[config.mk]
export PLATFORM = sky130hd
export DESIGN_NAME = tas_seq
export DESIGN_NICKNAME = d
export VERILOG_FILES = /design/src/tas_pkg.sv /design/src/tas_skid.sv /design/src/tas_seq.sv
export SDC_FILE = /design/constraint.sdc
export NUM_CORES = 1
export LEC_CHECK = 0
export BUFFER_PORTS_ARGS = -buffer_cell sky130_fd_sc_hd__clkbuf_2
export CORE_MARGIN = 2
export CORE_UTILIZATION = 40
export DETAILED_ROUTE_END_ITERATION = 8
export SYNTH_ARGS = -nofsm -noshare
export SYNTH_HDL_FRONTEND = slang
export SYNTH_HIERARCHICAL = 1
export SYNTH_SLANG_ARGS = --single-unit
[constraint.sdc]
create_clock -name sys_clk -period 3.35 [get_ports sys_clk]
set_clock_uncertainty 0.15 [all_clocks]
set_input_delay 0.67 -clock sys_clk [delete_from_list [all_inputs] [get_ports sys_clk]]
set_output_delay 0.67 -clock sys_clk [all_outputs]
set_load 0.01 [all_outputs]
[src/tas_pkg.sv]
package tas_pkg;
	// ----------------------------------------
	// Slot counts
	// ----------------------------------------
	localparam int          VOICE_SLOTS   = 132;
	localparam int          PATTERN_SLOTS = 12;
	localparam logic [7:0]  VOICE_LAST    = 8'h83;
	localparam logic [3:0]  PATTERN_LAST  = 4'hb;
	localparam logic [7:0]  VOICE_FIRST   = 8'h00;
	localparam logic [3:0]  PATTERN_FIRST = 4'h0;
	// ----------------------------------------
	// Record type tags
	// ----------------------------------------
	localparam logic [2:0]  TAG_VOICE     = 3'h1;
	localparam logic [2:0]  TAG_PATTERN   = 3'h2;
	localparam logic [2:0]  TAG_NULL_V    = 3'h3;
	localparam logic [2:0]  TAG_NULL_P    = 3'h4;
	localparam logic [2:0]  TAG_CNT_RST   = 3'h5;
	localparam logic [2:0]  TAG_END       = 3'h6;
	// ----------------------------------------
	// Memory-full flashing
	// ----------------------------------------
	localparam int          FLASH_MS      = 250;
	localparam int          CLK_KHZ       = 50000;
	localparam int          FLASH_CYC     = FLASH_MS * CLK_KHZ;
	localparam logic [3:0]  FLASH_TOGGLES = 4'h8;
	// ----------------------------------------
	// Sequencer states
	// ----------------------------------------
	typedef enum logic [3:0] {
		ST_IDLE    = 4'b0000,
		ST_CHECK   = 4'b0001,
		ST_SEND    = 4'b0010,
		ST_WAIT    = 4'b0011,
		ST_LOAD    = 4'b0100,
		ST_VERIFY  = 4'b0101,
		ST_FAIL    = 4'b0110,
		ST_DONE    = 4'b0111
	} tas_state_e;
	typedef enum logic [2:0] {
		OP_NONE    = 3'b000,
		OP_SV1     = 3'b001,
		OP_SVALL   = 3'b010,
		OP_SP1     = 3'b011,
		OP_SPALL   = 3'b100,
		OP_LV1     = 3'b101,
		OP_LP1     = 3'b110,
		OP_LALL    = 3'b111
	} tas_op_e;
endpackage

[src/tas_skid.sv]
`timescale 1ns/100ps
`default_nettype none
module tas_skid #(
	parameter int W = 12
) (
	input  wire logic         sys_clk,
	input  wire logic         nrst,
	input  wire logic         in_valid,
	output logic              in_ready,
	input  wire logic [W-1:0] in_data,
	output logic              out_valid,
	input  wire logic         out_ready,
	output logic      [W-1:0] out_data,
	input  wire logic         flush
);
	// ----------------------------------------
	// Two-entry buffer
	// ----------------------------------------
	logic [W-1:0] mem_r [2];
	logic [1:0]   cnt_r;
	logic         rd_r;
	logic         wr_r;
	logic         push;
	logic         pop;

	assign in_ready  = (cnt_r != 2'h2);
	assign out_valid = (cnt_r != 2'h0);
	assign out_data  = mem_r[rd_r];
	assign push      = in_valid && in_ready;
	assign pop       = out_valid && out_ready;

	always_ff @(posedge sys_clk or negedge nrst) begin
		if (!nrst) begin
			cnt_r <= 2'h0;
			rd_r  <= 1'b0;
			wr_r  <= 1'b0;
		end else if (flush) begin
			cnt_r <= 2'h0;
			rd_r  <= 1'b0;
			wr_r  <= 1'b0;
		end else begin
			if (push)
				wr_r <= ~wr_r;
			if (pop)
				rd_r <= ~rd_r;
			cnt_r <= cnt_r + {1'b0, push} - {1'b0, pop};
		end
	end

	always_ff @(posedge sys_clk) begin
		if (push)
			mem_r[wr_r] <= in_data;
	end
endmodule
`default_nettype wire

[src/tas_seq.sv]
`timescale 1ns/100ps
`default_nettype none
// What this block does
// - One-voice save writes working copy, motor on/off
// - Save-all voices writes all 132 slots
// - Empty slots produce null records in bulk saves
// - Display shows slot currently being written
// - Abort key stops a save in progress
// - Empty pattern single save: error tone only
// - Save-all patterns writes twelve slots
// - Undecodable tape data aborts load with tone
// - One-voice load: indicator, skip, load working
// - One-voice load leaves stored slots untouched
// - One-pattern load overwrites selected slot
// - Bulk load sorts records, two counters
// - Counter-reset record resets both slot counters
// - Store record at counter, then advance
// - Null record erases the addressed slot
// - Bulk load ends on abort or end marker
// - Bulk saves end with end marker
// - Memory full: tone, motor off, flash indicator
// - Free old pattern only when record lands
// - Motor output drives recorder transport
// - Verify runs motor, checks, never writes memory
module tas_seq (
	input  wire logic        sys_clk,
	input  wire logic        nrst,
	input  wire logic        store_one_voice_cmd,
	input  wire logic        store_every_voice_cmd,
	input  wire logic        store_one_pattern_cmd,
	input  wire logic        store_every_pattern_cmd,
	input  wire logic        fetch_one_voice_cmd,
	input  wire logic        fetch_one_pattern_cmd,
	input  wire logic        fetch_all_cmd,
	input  wire logic        verify_cmd,
	input  wire logic        abort_key,
	input  wire logic [3:0]  sel_pattern,
	input  wire logic [131:0] voice_present,
	input  wire logic [11:0] pattern_present,
	output logic             rec_valid,
	input  wire logic        rec_ready,
	output logic      [2:0]  rec_tag,
	output logic      [7:0]  rec_slot,
	output logic             rec_working,
	input  wire logic        rx_valid,
	input  wire logic [2:0]  rx_tag,
	input  wire logic        rx_error,
	input  wire logic        rx_detect,
	input  wire logic        mem_full,
	output logic             mem_we,
	output logic             mem_erase,
	output logic             mem_is_pattern,
	output logic             mem_to_working,
	output logic      [7:0]  mem_slot,
	output logic             motor_on,
	output logic             error_tone,
	output logic      [7:0]  slot_display,
	output logic             load_led,
	output logic             full_led,
	output logic             busy
);
	// ----------------------------------------
	// Pin-side input synchronisers
	// ----------------------------------------
	logic [1:0] ab_s1_r;
	logic [1:0] ab_s2_r;
	logic       abort_seen;
	always_ff @(posedge sys_clk or negedge nrst) begin
		if (!nrst) begin
			ab_s1_r <= 2'h0;
			ab_s2_r <= 2'h0;
		end else begin
			ab_s1_r <= {rx_detect, abort_key};
			ab_s2_r <= ab_s1_r;
		end
	end
	assign abort_seen = ab_s2_r[0];

	// ----------------------------------------
	// State
	// ----------------------------------------
	tas_pkg::tas_state_e st_r;
	tas_pkg::tas_op_e    op_r;
	logic [7:0]          vcnt_r;
	logic [3:0]          pcnt_r;
	logic                end_sent_r;
	logic                hdr_sent_r;
	logic                bulk;
	logic                pat_op;
	logic                last_slot;
	logic                slot_full;
	logic                q_valid;
	logic                q_ready;
	logic [11:0]         q_data;
	logic                q_flush;

	assign bulk      = (op_r == tas_pkg::OP_SVALL) || (op_r == tas_pkg::OP_SPALL);
	assign pat_op    = (op_r == tas_pkg::OP_SPALL) || (op_r == tas_pkg::OP_SP1);
	assign last_slot = pat_op ? (pcnt_r == tas_pkg::PATTERN_LAST) : (vcnt_r == tas_pkg::VOICE_LAST);
	assign slot_full = pat_op ? pattern_present[pcnt_r] : voice_present[vcnt_r];

	// ----------------------------------------
	// Record emission into the buffer
	// ----------------------------------------
	always_comb begin
		q_valid = 1'b0;
		q_data  = 12'h000;
		if (st_r == tas_pkg::ST_SEND) begin
			q_valid = 1'b1;
			if (!bulk)
				q_data = {pat_op ? tas_pkg::TAG_PATTERN : tas_pkg::TAG_VOICE, 1'b1,
					pat_op ? {4'h0, sel_pattern} : 8'h00};
			else if (!hdr_sent_r)
				q_data = {tas_pkg::TAG_CNT_RST, 9'h000};
			else if (end_sent_r)
				q_data = {tas_pkg::TAG_END, 9'h000};
			else if (slot_full)
				q_data = {pat_op ? tas_pkg::TAG_PATTERN : tas_pkg::TAG_VOICE, 1'b0,
					pat_op ? {4'h0, pcnt_r} : vcnt_r};
			else
				q_data = {pat_op ? tas_pkg::TAG_NULL_P : tas_pkg::TAG_NULL_V, 1'b0,
					pat_op ? {4'h0, pcnt_r} : vcnt_r};
		end
	end
	assign q_flush = abort_seen && (st_r == tas_pkg::ST_SEND || st_r == tas_pkg::ST_WAIT);

	tas_skid #(
		.W (12)
	) u_buf (
		.sys_clk   (sys_clk),
		.nrst      (nrst),
		.in_valid  (q_valid),
		.in_ready  (q_ready),
		.in_data   (q_data),
		.out_valid (rec_valid),
		.out_ready (rec_ready),
		.out_data  ({rec_tag, rec_working, rec_slot}),
		.flush     (q_flush)
	);

	// ----------------------------------------
	// Main sequencer
	// ----------------------------------------
	always_ff @(posedge sys_clk or negedge nrst) begin
		if (!nrst) begin
			st_r       <= tas_pkg::ST_IDLE;
			op_r       <= tas_pkg::OP_NONE;
			vcnt_r     <= tas_pkg::VOICE_FIRST;
			pcnt_r     <= tas_pkg::PATTERN_FIRST;
			hdr_sent_r <= 1'b0;
			end_sent_r <= 1'b0;
		end else begin
			case (st_r)
				tas_pkg::ST_IDLE: begin
					hdr_sent_r <= 1'b0;
					end_sent_r <= 1'b0;
					vcnt_r     <= tas_pkg::VOICE_FIRST;
					pcnt_r     <= tas_pkg::PATTERN_FIRST;
					if (store_one_voice_cmd) begin
						op_r <= tas_pkg::OP_SV1;
						st_r <= tas_pkg::ST_SEND;
					end else if (store_every_voice_cmd) begin
						op_r <= tas_pkg::OP_SVALL;
						st_r <= tas_pkg::ST_SEND;
					end else if (store_one_pattern_cmd) begin
						op_r <= tas_pkg::OP_SP1;
						st_r <= tas_pkg::ST_CHECK;
					end else if (store_every_pattern_cmd) begin
						op_r <= tas_pkg::OP_SPALL;
						st_r <= tas_pkg::ST_SEND;
					end else if (fetch_one_voice_cmd) begin
						op_r <= tas_pkg::OP_LV1;
						st_r <= tas_pkg::ST_LOAD;
					end else if (fetch_one_pattern_cmd) begin
						op_r <= tas_pkg::OP_LP1;
						st_r <= tas_pkg::ST_LOAD;
					end else if (fetch_all_cmd) begin
						op_r <= tas_pkg::OP_LALL;
						st_r <= tas_pkg::ST_LOAD;
					end else if (verify_cmd) begin
						op_r <= tas_pkg::OP_NONE;
						st_r <= tas_pkg::ST_VERIFY;
					end
				end
				tas_pkg::ST_CHECK: begin
					// Empty selection: tone, no motor, no record
					st_r <= pattern_present[sel_pattern] ? tas_pkg::ST_SEND : tas_pkg::ST_FAIL;
				end
				tas_pkg::ST_SEND: begin
					if (abort_seen)
						st_r <= tas_pkg::ST_DONE;
					else if (q_ready) begin
						if (!bulk || end_sent_r)
							st_r <= tas_pkg::ST_WAIT;
						else if (!hdr_sent_r)
							hdr_sent_r <= 1'b1;
						else if (last_slot)
							end_sent_r <= 1'b1;
						else if (pat_op)
							pcnt_r <= pcnt_r + 4'h1;
						else
							vcnt_r <= vcnt_r + 8'h01;
					end
				end
				tas_pkg::ST_WAIT: begin
					// Hold the motor until the last record has left the buffer
					if (abort_seen || !rec_valid)
						st_r <= tas_pkg::ST_DONE;
				end
				tas_pkg::ST_LOAD: begin
					if (abort_seen)
						st_r <= tas_pkg::ST_DONE;
					else if (rx_error)
						st_r <= tas_pkg::ST_FAIL;
					else if (rx_valid && mem_full)
						st_r <= tas_pkg::ST_FAIL;
					else if (rx_valid) begin
						case (rx_tag)
							tas_pkg::TAG_CNT_RST: begin
								vcnt_r <= tas_pkg::VOICE_FIRST;
								pcnt_r <= tas_pkg::PATTERN_FIRST;
							end
							tas_pkg::TAG_VOICE, tas_pkg::TAG_NULL_V: begin
								if (op_r == tas_pkg::OP_LV1 && rx_tag == tas_pkg::TAG_VOICE)
									st_r <= tas_pkg::ST_DONE;
								else if (op_r == tas_pkg::OP_LALL)
									vcnt_r <= (vcnt_r == tas_pkg::VOICE_LAST) ? vcnt_r : vcnt_r + 8'h01;
							end
							tas_pkg::TAG_PATTERN, tas_pkg::TAG_NULL_P: begin
								if (op_r == tas_pkg::OP_LP1 && rx_tag == tas_pkg::TAG_PATTERN)
									st_r <= tas_pkg::ST_DONE;
								else if (op_r == tas_pkg::OP_LALL)
									pcnt_r <= (pcnt_r == tas_pkg::PATTERN_LAST) ? pcnt_r : pcnt_r + 4'h1;
							end
							tas_pkg::TAG_END: begin
								if (op_r == tas_pkg::OP_LALL)
									st_r <= tas_pkg::ST_DONE;
							end
							default: begin
								st_r <= tas_pkg::ST_FAIL;
							end
						endcase
					end
				end
				tas_pkg::ST_VERIFY: begin
					if (abort_seen)
						st_r <= tas_pkg::ST_DONE;
					else if (rx_error)
						st_r <= tas_pkg::ST_FAIL;
				end
				tas_pkg::ST_FAIL: begin
					st_r <= tas_pkg::ST_DONE;
				end
				tas_pkg::ST_DONE: begin
					if (!abort_seen)
						st_r <= tas_pkg::ST_IDLE;
				end
				default: begin
					st_r <= tas_pkg::ST_IDLE;
				end
			endcase
		end
	end

	// ----------------------------------------
	// Memory writes on load
	// ----------------------------------------
	logic ld_ok;
	logic is_v;
	logic is_p;
	logic is_nv;
	logic is_np;
	assign ld_ok = (st_r == tas_pkg::ST_LOAD) && rx_valid && !rx_error && !mem_full && !abort_seen;
	assign is_v  = rx_tag == tas_pkg::TAG_VOICE;
	assign is_p  = rx_tag == tas_pkg::TAG_PATTERN;
	assign is_nv = rx_tag == tas_pkg::TAG_NULL_V;
	assign is_np = rx_tag == tas_pkg::TAG_NULL_P;

	always_ff @(posedge sys_clk or negedge nrst) begin
		if (!nrst) begin
			mem_we         <= 1'b0;
			mem_erase      <= 1'b0;
			mem_is_pattern <= 1'b0;
			mem_to_working <= 1'b0;
			mem_slot       <= 8'h00;
		end else begin
			mem_we         <= 1'b0;
			mem_erase      <= 1'b0;
			mem_to_working <= 1'b0;
			if (ld_ok) begin
				case (op_r)
					tas_pkg::OP_LV1: begin
						// Working copy only, stored slots untouched
						mem_we         <= is_v;
						mem_to_working <= is_v;
						mem_is_pattern <= 1'b0;
						mem_slot       <= 8'h00;
					end
					tas_pkg::OP_LP1: begin
						// Old pattern freed by this same write
						mem_we         <= is_p;
						mem_is_pattern <= 1'b1;
						mem_slot       <= {4'h0, sel_pattern};
					end
					tas_pkg::OP_LALL: begin
						mem_we         <= is_v || is_p;
						mem_erase      <= is_nv || is_np;
						mem_is_pattern <= is_p || is_np;
						mem_slot       <= (is_p || is_np) ? {4'h0, pcnt_r} : vcnt_r;
					end
					default: begin
						mem_we <= 1'b0;
					end
				endcase
			end
		end
	end

	// ----------------------------------------
	// Panel and recorder outputs
	// ----------------------------------------
	logic [$clog2(tas_pkg::FLASH_CYC)-1:0] fl_cnt_r;
	logic [3:0]                            fl_left_r;
	always_ff @(posedge sys_clk or negedge nrst) begin
		if (!nrst) begin
			motor_on     <= 1'b0;
			error_tone   <= 1'b0;
			slot_display <= 8'h00;
			load_led     <= 1'b0;
		end else begin
			motor_on   <= (st_r == tas_pkg::ST_SEND) || (st_r == tas_pkg::ST_WAIT)
				|| (st_r == tas_pkg::ST_LOAD) || (st_r == tas_pkg::ST_VERIFY);
			error_tone <= (st_r == tas_pkg::ST_FAIL);
			if (rec_valid && rec_ready)
				slot_display <= rec_slot;
			if (st_r == tas_pkg::ST_LOAD && ab_s2_r[1])
				load_led <= 1'b1;
			else if (st_r == tas_pkg::ST_IDLE)
				load_led <= 1'b0;
		end
	end

	// Flashing lasts a fixed number of toggles so the user can spot it after the tone
	always_ff @(posedge sys_clk or negedge nrst) begin
		if (!nrst) begin
			fl_cnt_r  <= '0;
			fl_left_r <= 4'h0;
			full_led  <= 1'b0;
		end else if (st_r == tas_pkg::ST_LOAD && rx_valid && mem_full && !rx_error && !abort_seen) begin
			fl_left_r <= tas_pkg::FLASH_TOGGLES;
			fl_cnt_r  <= '0;
			full_led  <= 1'b1;
		end else if (fl_left_r != 4'h0) begin
			if (fl_cnt_r == ($clog2(tas_pkg::FLASH_CYC))'(tas_pkg::FLASH_CYC - 1)) begin
				fl_cnt_r  <= '0;
				fl_left_r <= fl_left_r - 4'h1;
				full_led  <= (fl_left_r != 4'h1) && !full_led;
			end else
				fl_cnt_r <= fl_cnt_r + 1'b1;
		end
	end

	assign busy = (st_r != tas_pkg::ST_IDLE);
endmodule
`default_nettype wire

# Word-level counts from Yosys, hierarchy flattened
# Memories as Yosys holds them, arrays and structs flattened.
# Index checks and enable logic that the tools add are counted.
[totals]
ff_bits = 81
mem_bits_rw = 24
memories = 1
[classes]
add_sub_neg = 6
order_cmp = 3
eq_ne = 55
n_mux = 118
bitwise_logic = 2
reduce_logical = 54
[memory_table]
columns = ["name", "words", "word_bits", "rd", "rd_ports_with_merged_regs", "write_ports", "line", "source"]
rows = [
  ["u_buf.mem_r", 2, 12, 1, 0, 1, "tas_skid.sv:19", "logic [W-1:0] mem_r [2];"],
]
[op_table]
columns = ["operator", "n"]
rows = [
  ["2-to-1 mux 4 bit", 39],
  ["2-to-1 mux 8 bit", 15],
  ["2-to-1 mux 24 bit", 3],
  ["2-to-1 mux 12 bit", 5],
  ["one-hot mux 8 bit (3 select lines)", 2],
  ["one-hot mux 4 bit (8 select lines)", 1],
  ["2-to-1 mux 1 bit", 30],
  ["2-to-1 mux 3 bit", 10],
  ["AND reduction 15 bit", 2],
  ["!= test 2 bit, second input constant", 14],
  ["adder 24 x 1 -> 24 bit, second input constant", 1],
  ["equality test 24 bit, second input constant", 1],
  ["!= test 3 bit, second input constant", 8],
  ["equality test 3 bit, second input constant", 7],
  ["!= test 6 bit, second input constant", 3],
  ["equality test 4 x 3 -> 1 bit, second input constant", 4],
  ["one-hot mux 4 bit (4 select lines)", 1],
  ["one-hot mux 8 bit (2 select lines)", 1],
  ["logical AND 1 bit", 15],
  ["nonzero test 2 bit", 7],
  ["equality test 3 x 2 -> 1 bit, second input constant", 4],
  ["one-hot mux 4 bit (3 select lines)", 1],
  ["AND reduction 11 bit", 1],
  ["logical OR 1 bit", 10],
  ["other kinds (34)", 53],
]

# Longest topological paths before layout
[depth]
depth_word = 10
ltp_mapped = 13

# Modules after synthesis
# Netlist, hierarchy kept.
[modules_own_cells]
columns = ["mod", "instances", "cells_each", "area_per_inst_um2"]
rows = [
  ["tas_seq", 1, 630, 5755.5],
  ["tas_skid", 1, 60, 1114.8],
]

# Worst setup path before layout
# Ideal clock, no wire load.
[synth_timing]
path_kind = "input -> register"
start = "input voice_present[47]"
end = "memory u_buf.mem_r[0][10], data pin"
setup_time_ns = 0.263
arrival_time_ns = 2.443
t_required_ns = 2.937
path_slack_ns = 0.493
stages = 8
path_buffers = 0
cell_sequence = "mux4_2 mux2i_1 o21ai_0 or4_1 a31oi_1 ha_1 o211ai_1 a21oi_1"
[synth_via]
elab_chain_cells = 8
[synth_rtl]
columns = ["element", "line", "source"]
rows = [
  ["start, declared", "tas_seq.sv:38", "input wire logic [131:0] voice_present,"],
  ["binary-select mux 1 bit (select 8 bit)", "tas_seq.sv:100", "assign slot_full = pat_op ? pattern_present[pcnt_r] : voice_present[vcnt_r];"],
  ["2-to-1 mux 1 bit (not written as such)", "tas_seq.sv:100", ""],
  ["2-to-1 mux 1 bit", "tas_seq.sv:100", ""],
  ["2-to-1 mux 12 bit", "tas_seq.sv:117", "else if (slot_full)"],
  ["2-to-1 mux 12 bit", "tas_seq.sv:115", "else if (end_sent_r)"],
  ["2-to-1 mux 12 bit", "tas_seq.sv:113", "else if (!hdr_sent_r)"],
  ["2-to-1 mux 12 bit", "tas_seq.sv:110", "if (!bulk)"],
  ["2-to-1 mux 12 bit", "tas_seq.sv:108", "if (st_r == tas_pkg::ST_SEND) begin"],
  ["net q_data[10]", "tas_seq.sv:94", "logic [11:0] q_data;"],
  ["end, declared", "tas_skid.sv:19", ""],
]
# The timed path passes the listed nets, and every way through them passes these cells. The select of a mux whose other input is x is not followed.

# Worst setup path after layout
[layout_timing]
start = "register vcnt_r[0]"
end = "memory u_buf.mem_r[1][10], data pin"
[layout_via]
elab_chain_cells = 8
[layout_rtl]
columns = ["element", "line", "source"]
rows = [
  ["start, declared", "tas_seq.sv:84", "logic [7:0] vcnt_r;"],
  ["start signal, assigned", "tas_seq.sv:148", "vcnt_r <= tas_pkg::VOICE_FIRST;"],
  ["start signal, assigned", "tas_seq.sv:157", "vcnt_r <= tas_pkg::VOICE_FIRST;"],
  ["start signal, assigned", "tas_seq.sv:202", "vcnt_r <= vcnt_r + 8'h01;"],
  ["binary-select mux 1 bit (select 8 bit)", "tas_seq.sv:100", ""],
  ["2-to-1 mux 1 bit (not written as such)", "tas_seq.sv:100", ""],
  ["2-to-1 mux 1 bit", "tas_seq.sv:100", ""],
  ["2-to-1 mux 12 bit", "tas_seq.sv:117", ""],
  ["2-to-1 mux 12 bit", "tas_seq.sv:115", ""],
  ["2-to-1 mux 12 bit", "tas_seq.sv:113", ""],
  ["2-to-1 mux 12 bit", "tas_seq.sv:110", ""],
  ["2-to-1 mux 12 bit", "tas_seq.sv:108", ""],
  ["net q_data[10]", "tas_seq.sv:94", ""],
]
# The timed path passes the listed nets, and every way through them passes these cells. The select of a mux whose other input is x is not followed.

==> key figures <==
Run status
  • Status: complete, no violations

Global routing
  • Vias in the first global route: between 5k and 6k
  • Gr ovfl total: 0
  • Initial antenna violation count: 0
  • Largest net degree at the start of global routing: between 50 and 60
  • First-pass GRT wire length: ~31 mm
  • GRT Util Overall: between 20% and 30%

Route
  • DR vias: just over 6k
  • Final ANT Viol Nets: 0
  • Total Routed Length: approximately 20 mm
  • Average wire per standard cell: between 15 and 20 µm
  • First-pass detailed-route iteration total: 7
  • 1st-iter DRT viols: ~400
  • Number of vias per cell: roughly 5.5
  • DRC errors left: 0

Synth
  • Mapped cell area: just under 7000 µm²
  • Async SR Flop Fraction: 76.9%
  • Cell variety after synth: 81
  • Mapped Avg Cell Area: approximately 10 µm²
  • Synth area leader: dfrtp_1
  • Share of the yosys chip area belonging to registers: a little under 40%
  • Top FF cell, synth: dfrtp_1
  • Number of flops mapped to enable cells by yosys: 24
  • Top post-synthesis cells by count: dfrtp_1, nor2_1, mux2i_1
  • Area contributors post-synth: dfrtp_1, edfxtp_1, mux2i_1
  • Synth Warn #: 6
  • #FFs+latches synth: around 100
  • Most common cell in the netlist: dfrtp_1
  • Yosys top cell area share: ~30%
  • Cells after Synth: 690
  • Syn Nets: 866

Timing
  • Setup_tns: 0 ns
  • RSZ-0062 raised after global routing: false
  • Slew headroom: 50.8%
  • Final Cycle Share: a little over nine tenths
  • Pins Over Slew Limit: 0
  • Final Hold Fails: 0
  • Worst-margin pin slew: around 0.74 ns
  • Final Critical Period: ~3.2 ns
  • Setup ws final: roughly 0.13 ns
  • Endpoints failing setup: 0
  • Fmax achieved: just over 300 MHz

CTS
  • CTS Buf Count: 9
  • TritonCTS clock tree: built
  • # resized after CTS: 0
  • CTS Hold Buffers Added: 0
  • CTS Root Cell: clkbuf_16
  • Worst skew pair latency: roughly 0.35 ns
  • CTS H-tree depth: 3
  • Post-CTS setup buffers: 0
  • CTS Buffer Depth: 2
  • Number of clock sinks: roughly 100
  • Worst-path clk slew: 0.07 ns

Place
  • Final GP Congestion: 0.833
  • Setup WS pre-CTS: around 0.038 ns
  • DP Cell Count: between 1k and 1.5k
  • DPL Wire Length: between 15 and 20 mm
  • DP Area: between 8000 and 9000 µm²
  • I/O Buffers: about 200

Power
  • Leakage: around 3.7 nW
  • Internal Power: around 0.0032 W
  • Sequential power share: about 37%
  • Sw Pwr: approximately 0.0018 W
  • Pwr dens: between 500 and 600 nW/µm²
  • Sw frac: approximately 37%
  • Clock Power Share: 21.9%
  • Maximum VDD drop: approximately 340 µV
  • Gate power share: between 40% and 50%

Flow run
  • Max Cap Viol: 0

Worst setup path
  • WP data arrival: 3.17 ns
  • Kind of critical path: reg -> reg
  • Required time worst endpoint: 3.30 ns
  • Worst-path maximum fanout: 37
  • R2R Path Start: vcnt_r[0]
  • Flop2flop setup slack: about 0.13 ns
  • Crit end category: flip-flop
  • Startpoint type of the worst setup path: flip-flop
  • Worst r2r dst: u_buf/mem_r[1][10]
  • Worst r2r path cells: 10

Die
  • Die H: ~140 µm
  • Initial Utilization: 41.1%
  • Die Area: between 15000 and 20000 µm²
  • Num rows: 47
  • Core ar.: 16700 µm²
  • IO Pins: between 200 and 250
  • DIE WIDTH: 135 µm

Final layout
  • Layout cells sized above 1: about a third
  • Area growth, synth to finish: 24.1%
  • Final Util: between 50% and 60%
  • Final nets: between 1k and 1.5k
  • # diodes: 0
  • Design area: ~8500 µm²
  • Final cell count without fillers: ~1.1k
  • Layout fillers: roughly 1.6k

Worst hold path
  • Hold endpoint: ab_s2_r[1]
  • Hold depth: 0
  • HP Start: ab_s1_r[1]
  • Hold crit path type: reg -> reg
-- worst max-delay path: stages, from the launching register on --
cell	delay [ns]
dfrtp_2	0.46
buf_12	0.27
mux2i_1	0.27
a22oi_1	0.12
nand3_1	0.10
nand4_1	0.15
or4_1	0.56
a31oi_1	0.26
ha_1	0.28
o211ai_1	0.18
a21oi_1	0.11
-- metrics by stage --
| step | hold WS (ns) | power (W) |
|---|---|---|
| 2_1_floorplan | 0.181 | 0.00329 |
| 3_3_place_gp | 0.187 | 0.00390 |
| 3_5_place_dp | 0.187 | 0.00393 |
| 4_1_cts | 0.203 | 0.00504 |
| 5_1_grt | 0.208 | 0.00532 |
| 6_report | 0.201 | 0.00500 |
-- final cells by class --
| class | count | area (µm²) | area share [%] |
|---|---|---|---|
| Multi-Input combinational cell | 523 | 3850 | 45.1 |
| Sequential cell | 104 | 2720 | 32.0 |
| Timing Repair Buffer | 234 | 1270 | 14.9 |
| Clock buffer | 14 | 297 | 3.48 |
| Tap cell | 220 | 275 | 3.23 |
| Inverter | 24 | 90.1 | 1.06 |
| Clock inverter | 2 | 17.5 | 0.205 |
-- cells in the final DEF (no fill, tap or decap), types with 3 or more instances in the layout --
| master | n |
|---|---|
| a211oi_1 | 4 |
| a21o_1 | 3 |
| a21oi_1 | 43 |
| a22o_1 | 4 |
| a22oi_1 | 14 |
| a31oi_1 | 5 |
| and2_1 | 8 |
| and3_1 | 14 |
| and4_1 | 4 |
| buf_4 | 29 |
| clkbuf_16 | 11 |
| clkbuf_2 | 203 |
| dfrtp_1 | 79 |
| edfxtp_1 | 24 |
| ha_1 | 9 |
| inv_1 | 21 |
| mux2_2 | 26 |
| mux2i_1 | 46 |
| mux4_2 | 19 |
| nand2_1 | 38 |
| nand2b_1 | 8 |
| nand3_1 | 25 |
| nand3b_1 | 9 |
| nand4_1 | 15 |
| nor2_1 | 63 |
| nor2b_1 | 11 |
| nor3_1 | 19 |
| nor3b_1 | 5 |
| nor4_1 | 4 |
| o211ai_1 | 5 |
| o21ai_0 | 33 |
| o31ai_1 | 11 |
| or3_1 | 6 |
| xnor2_1 | 11 |
| xor2_1 | 13 |
-- how the worst max path moves through the flow --
stage	endpoint	startpoint	depth (start not counted)
floorplan	u_buf/mem_r[0][10]	voice_present[47]	8
finish	u_buf/mem_r[1][10]	vcnt_r[0]	10
CTS	u_buf/mem_r[1][10]	vcnt_r[0]	10
global route	u_buf/mem_r[1][10]	vcnt_r[0]	10
detailed placement	u_buf/mem_r[0][10]	voice_present[47]	9
global placement	u_buf/mem_r[0][10]	voice_present[47]	9
-- logic make-up (layout without fill, tap and decap cells) --
group	Yosys count	in the layout	share of synthesized area [%]
buffers and inverters	63	274	4.37
flip-flops	104	104	39.6
XOR/XNOR	24	24	3.06
AND/OR/NAND/NOR	249	249	19.7
adder cells (fa/ha/maj)	9	9	1.64
AO/OA/AOI/OAI	148	148	14.0
multiplexers	93	93	17.6
-- power groups by stage --
| stage | combinational (W) | clock [W] | sequential (W) |
|---|---|---|---|
| 6_report | 0.00208 | 0.00109 | 0.00183 |
| 5_1_grt | 0.00229 | 0.00117 | 0.00187 |
| 4_1_cts | 0.00209 | 0.00112 | 0.00183 |
| 3_5_place_dp | 0.00208 | 0 | 0.00185 |
| 3_3_place_gp | 0.00206 | 0 | 0.00185 |
| 2_1_floorplan | 0.00153 | 0 | 0.00176 |
-- sequential cells by signal, summed over array words and instances, names as in the netlist, 3 cells and up --
name and count:
fl_cnt_r 24, fl_left_r 4, u_buf/mem_r 24, mem_slot 8, pcnt_r 4, op_r 3
vcnt_r 8, st_r 3, slot_display 8
-- routing by layer --
layer	routed length [µm]	GRT usage (%)	up-vias
li1	-	-	2988
met1	9400	31.5	3001
met2	8580	32.4	161
met3	1090	5.71	31
met4	465	5.96	0
met5	0	0	-
(Power assumes the default switching activity.)
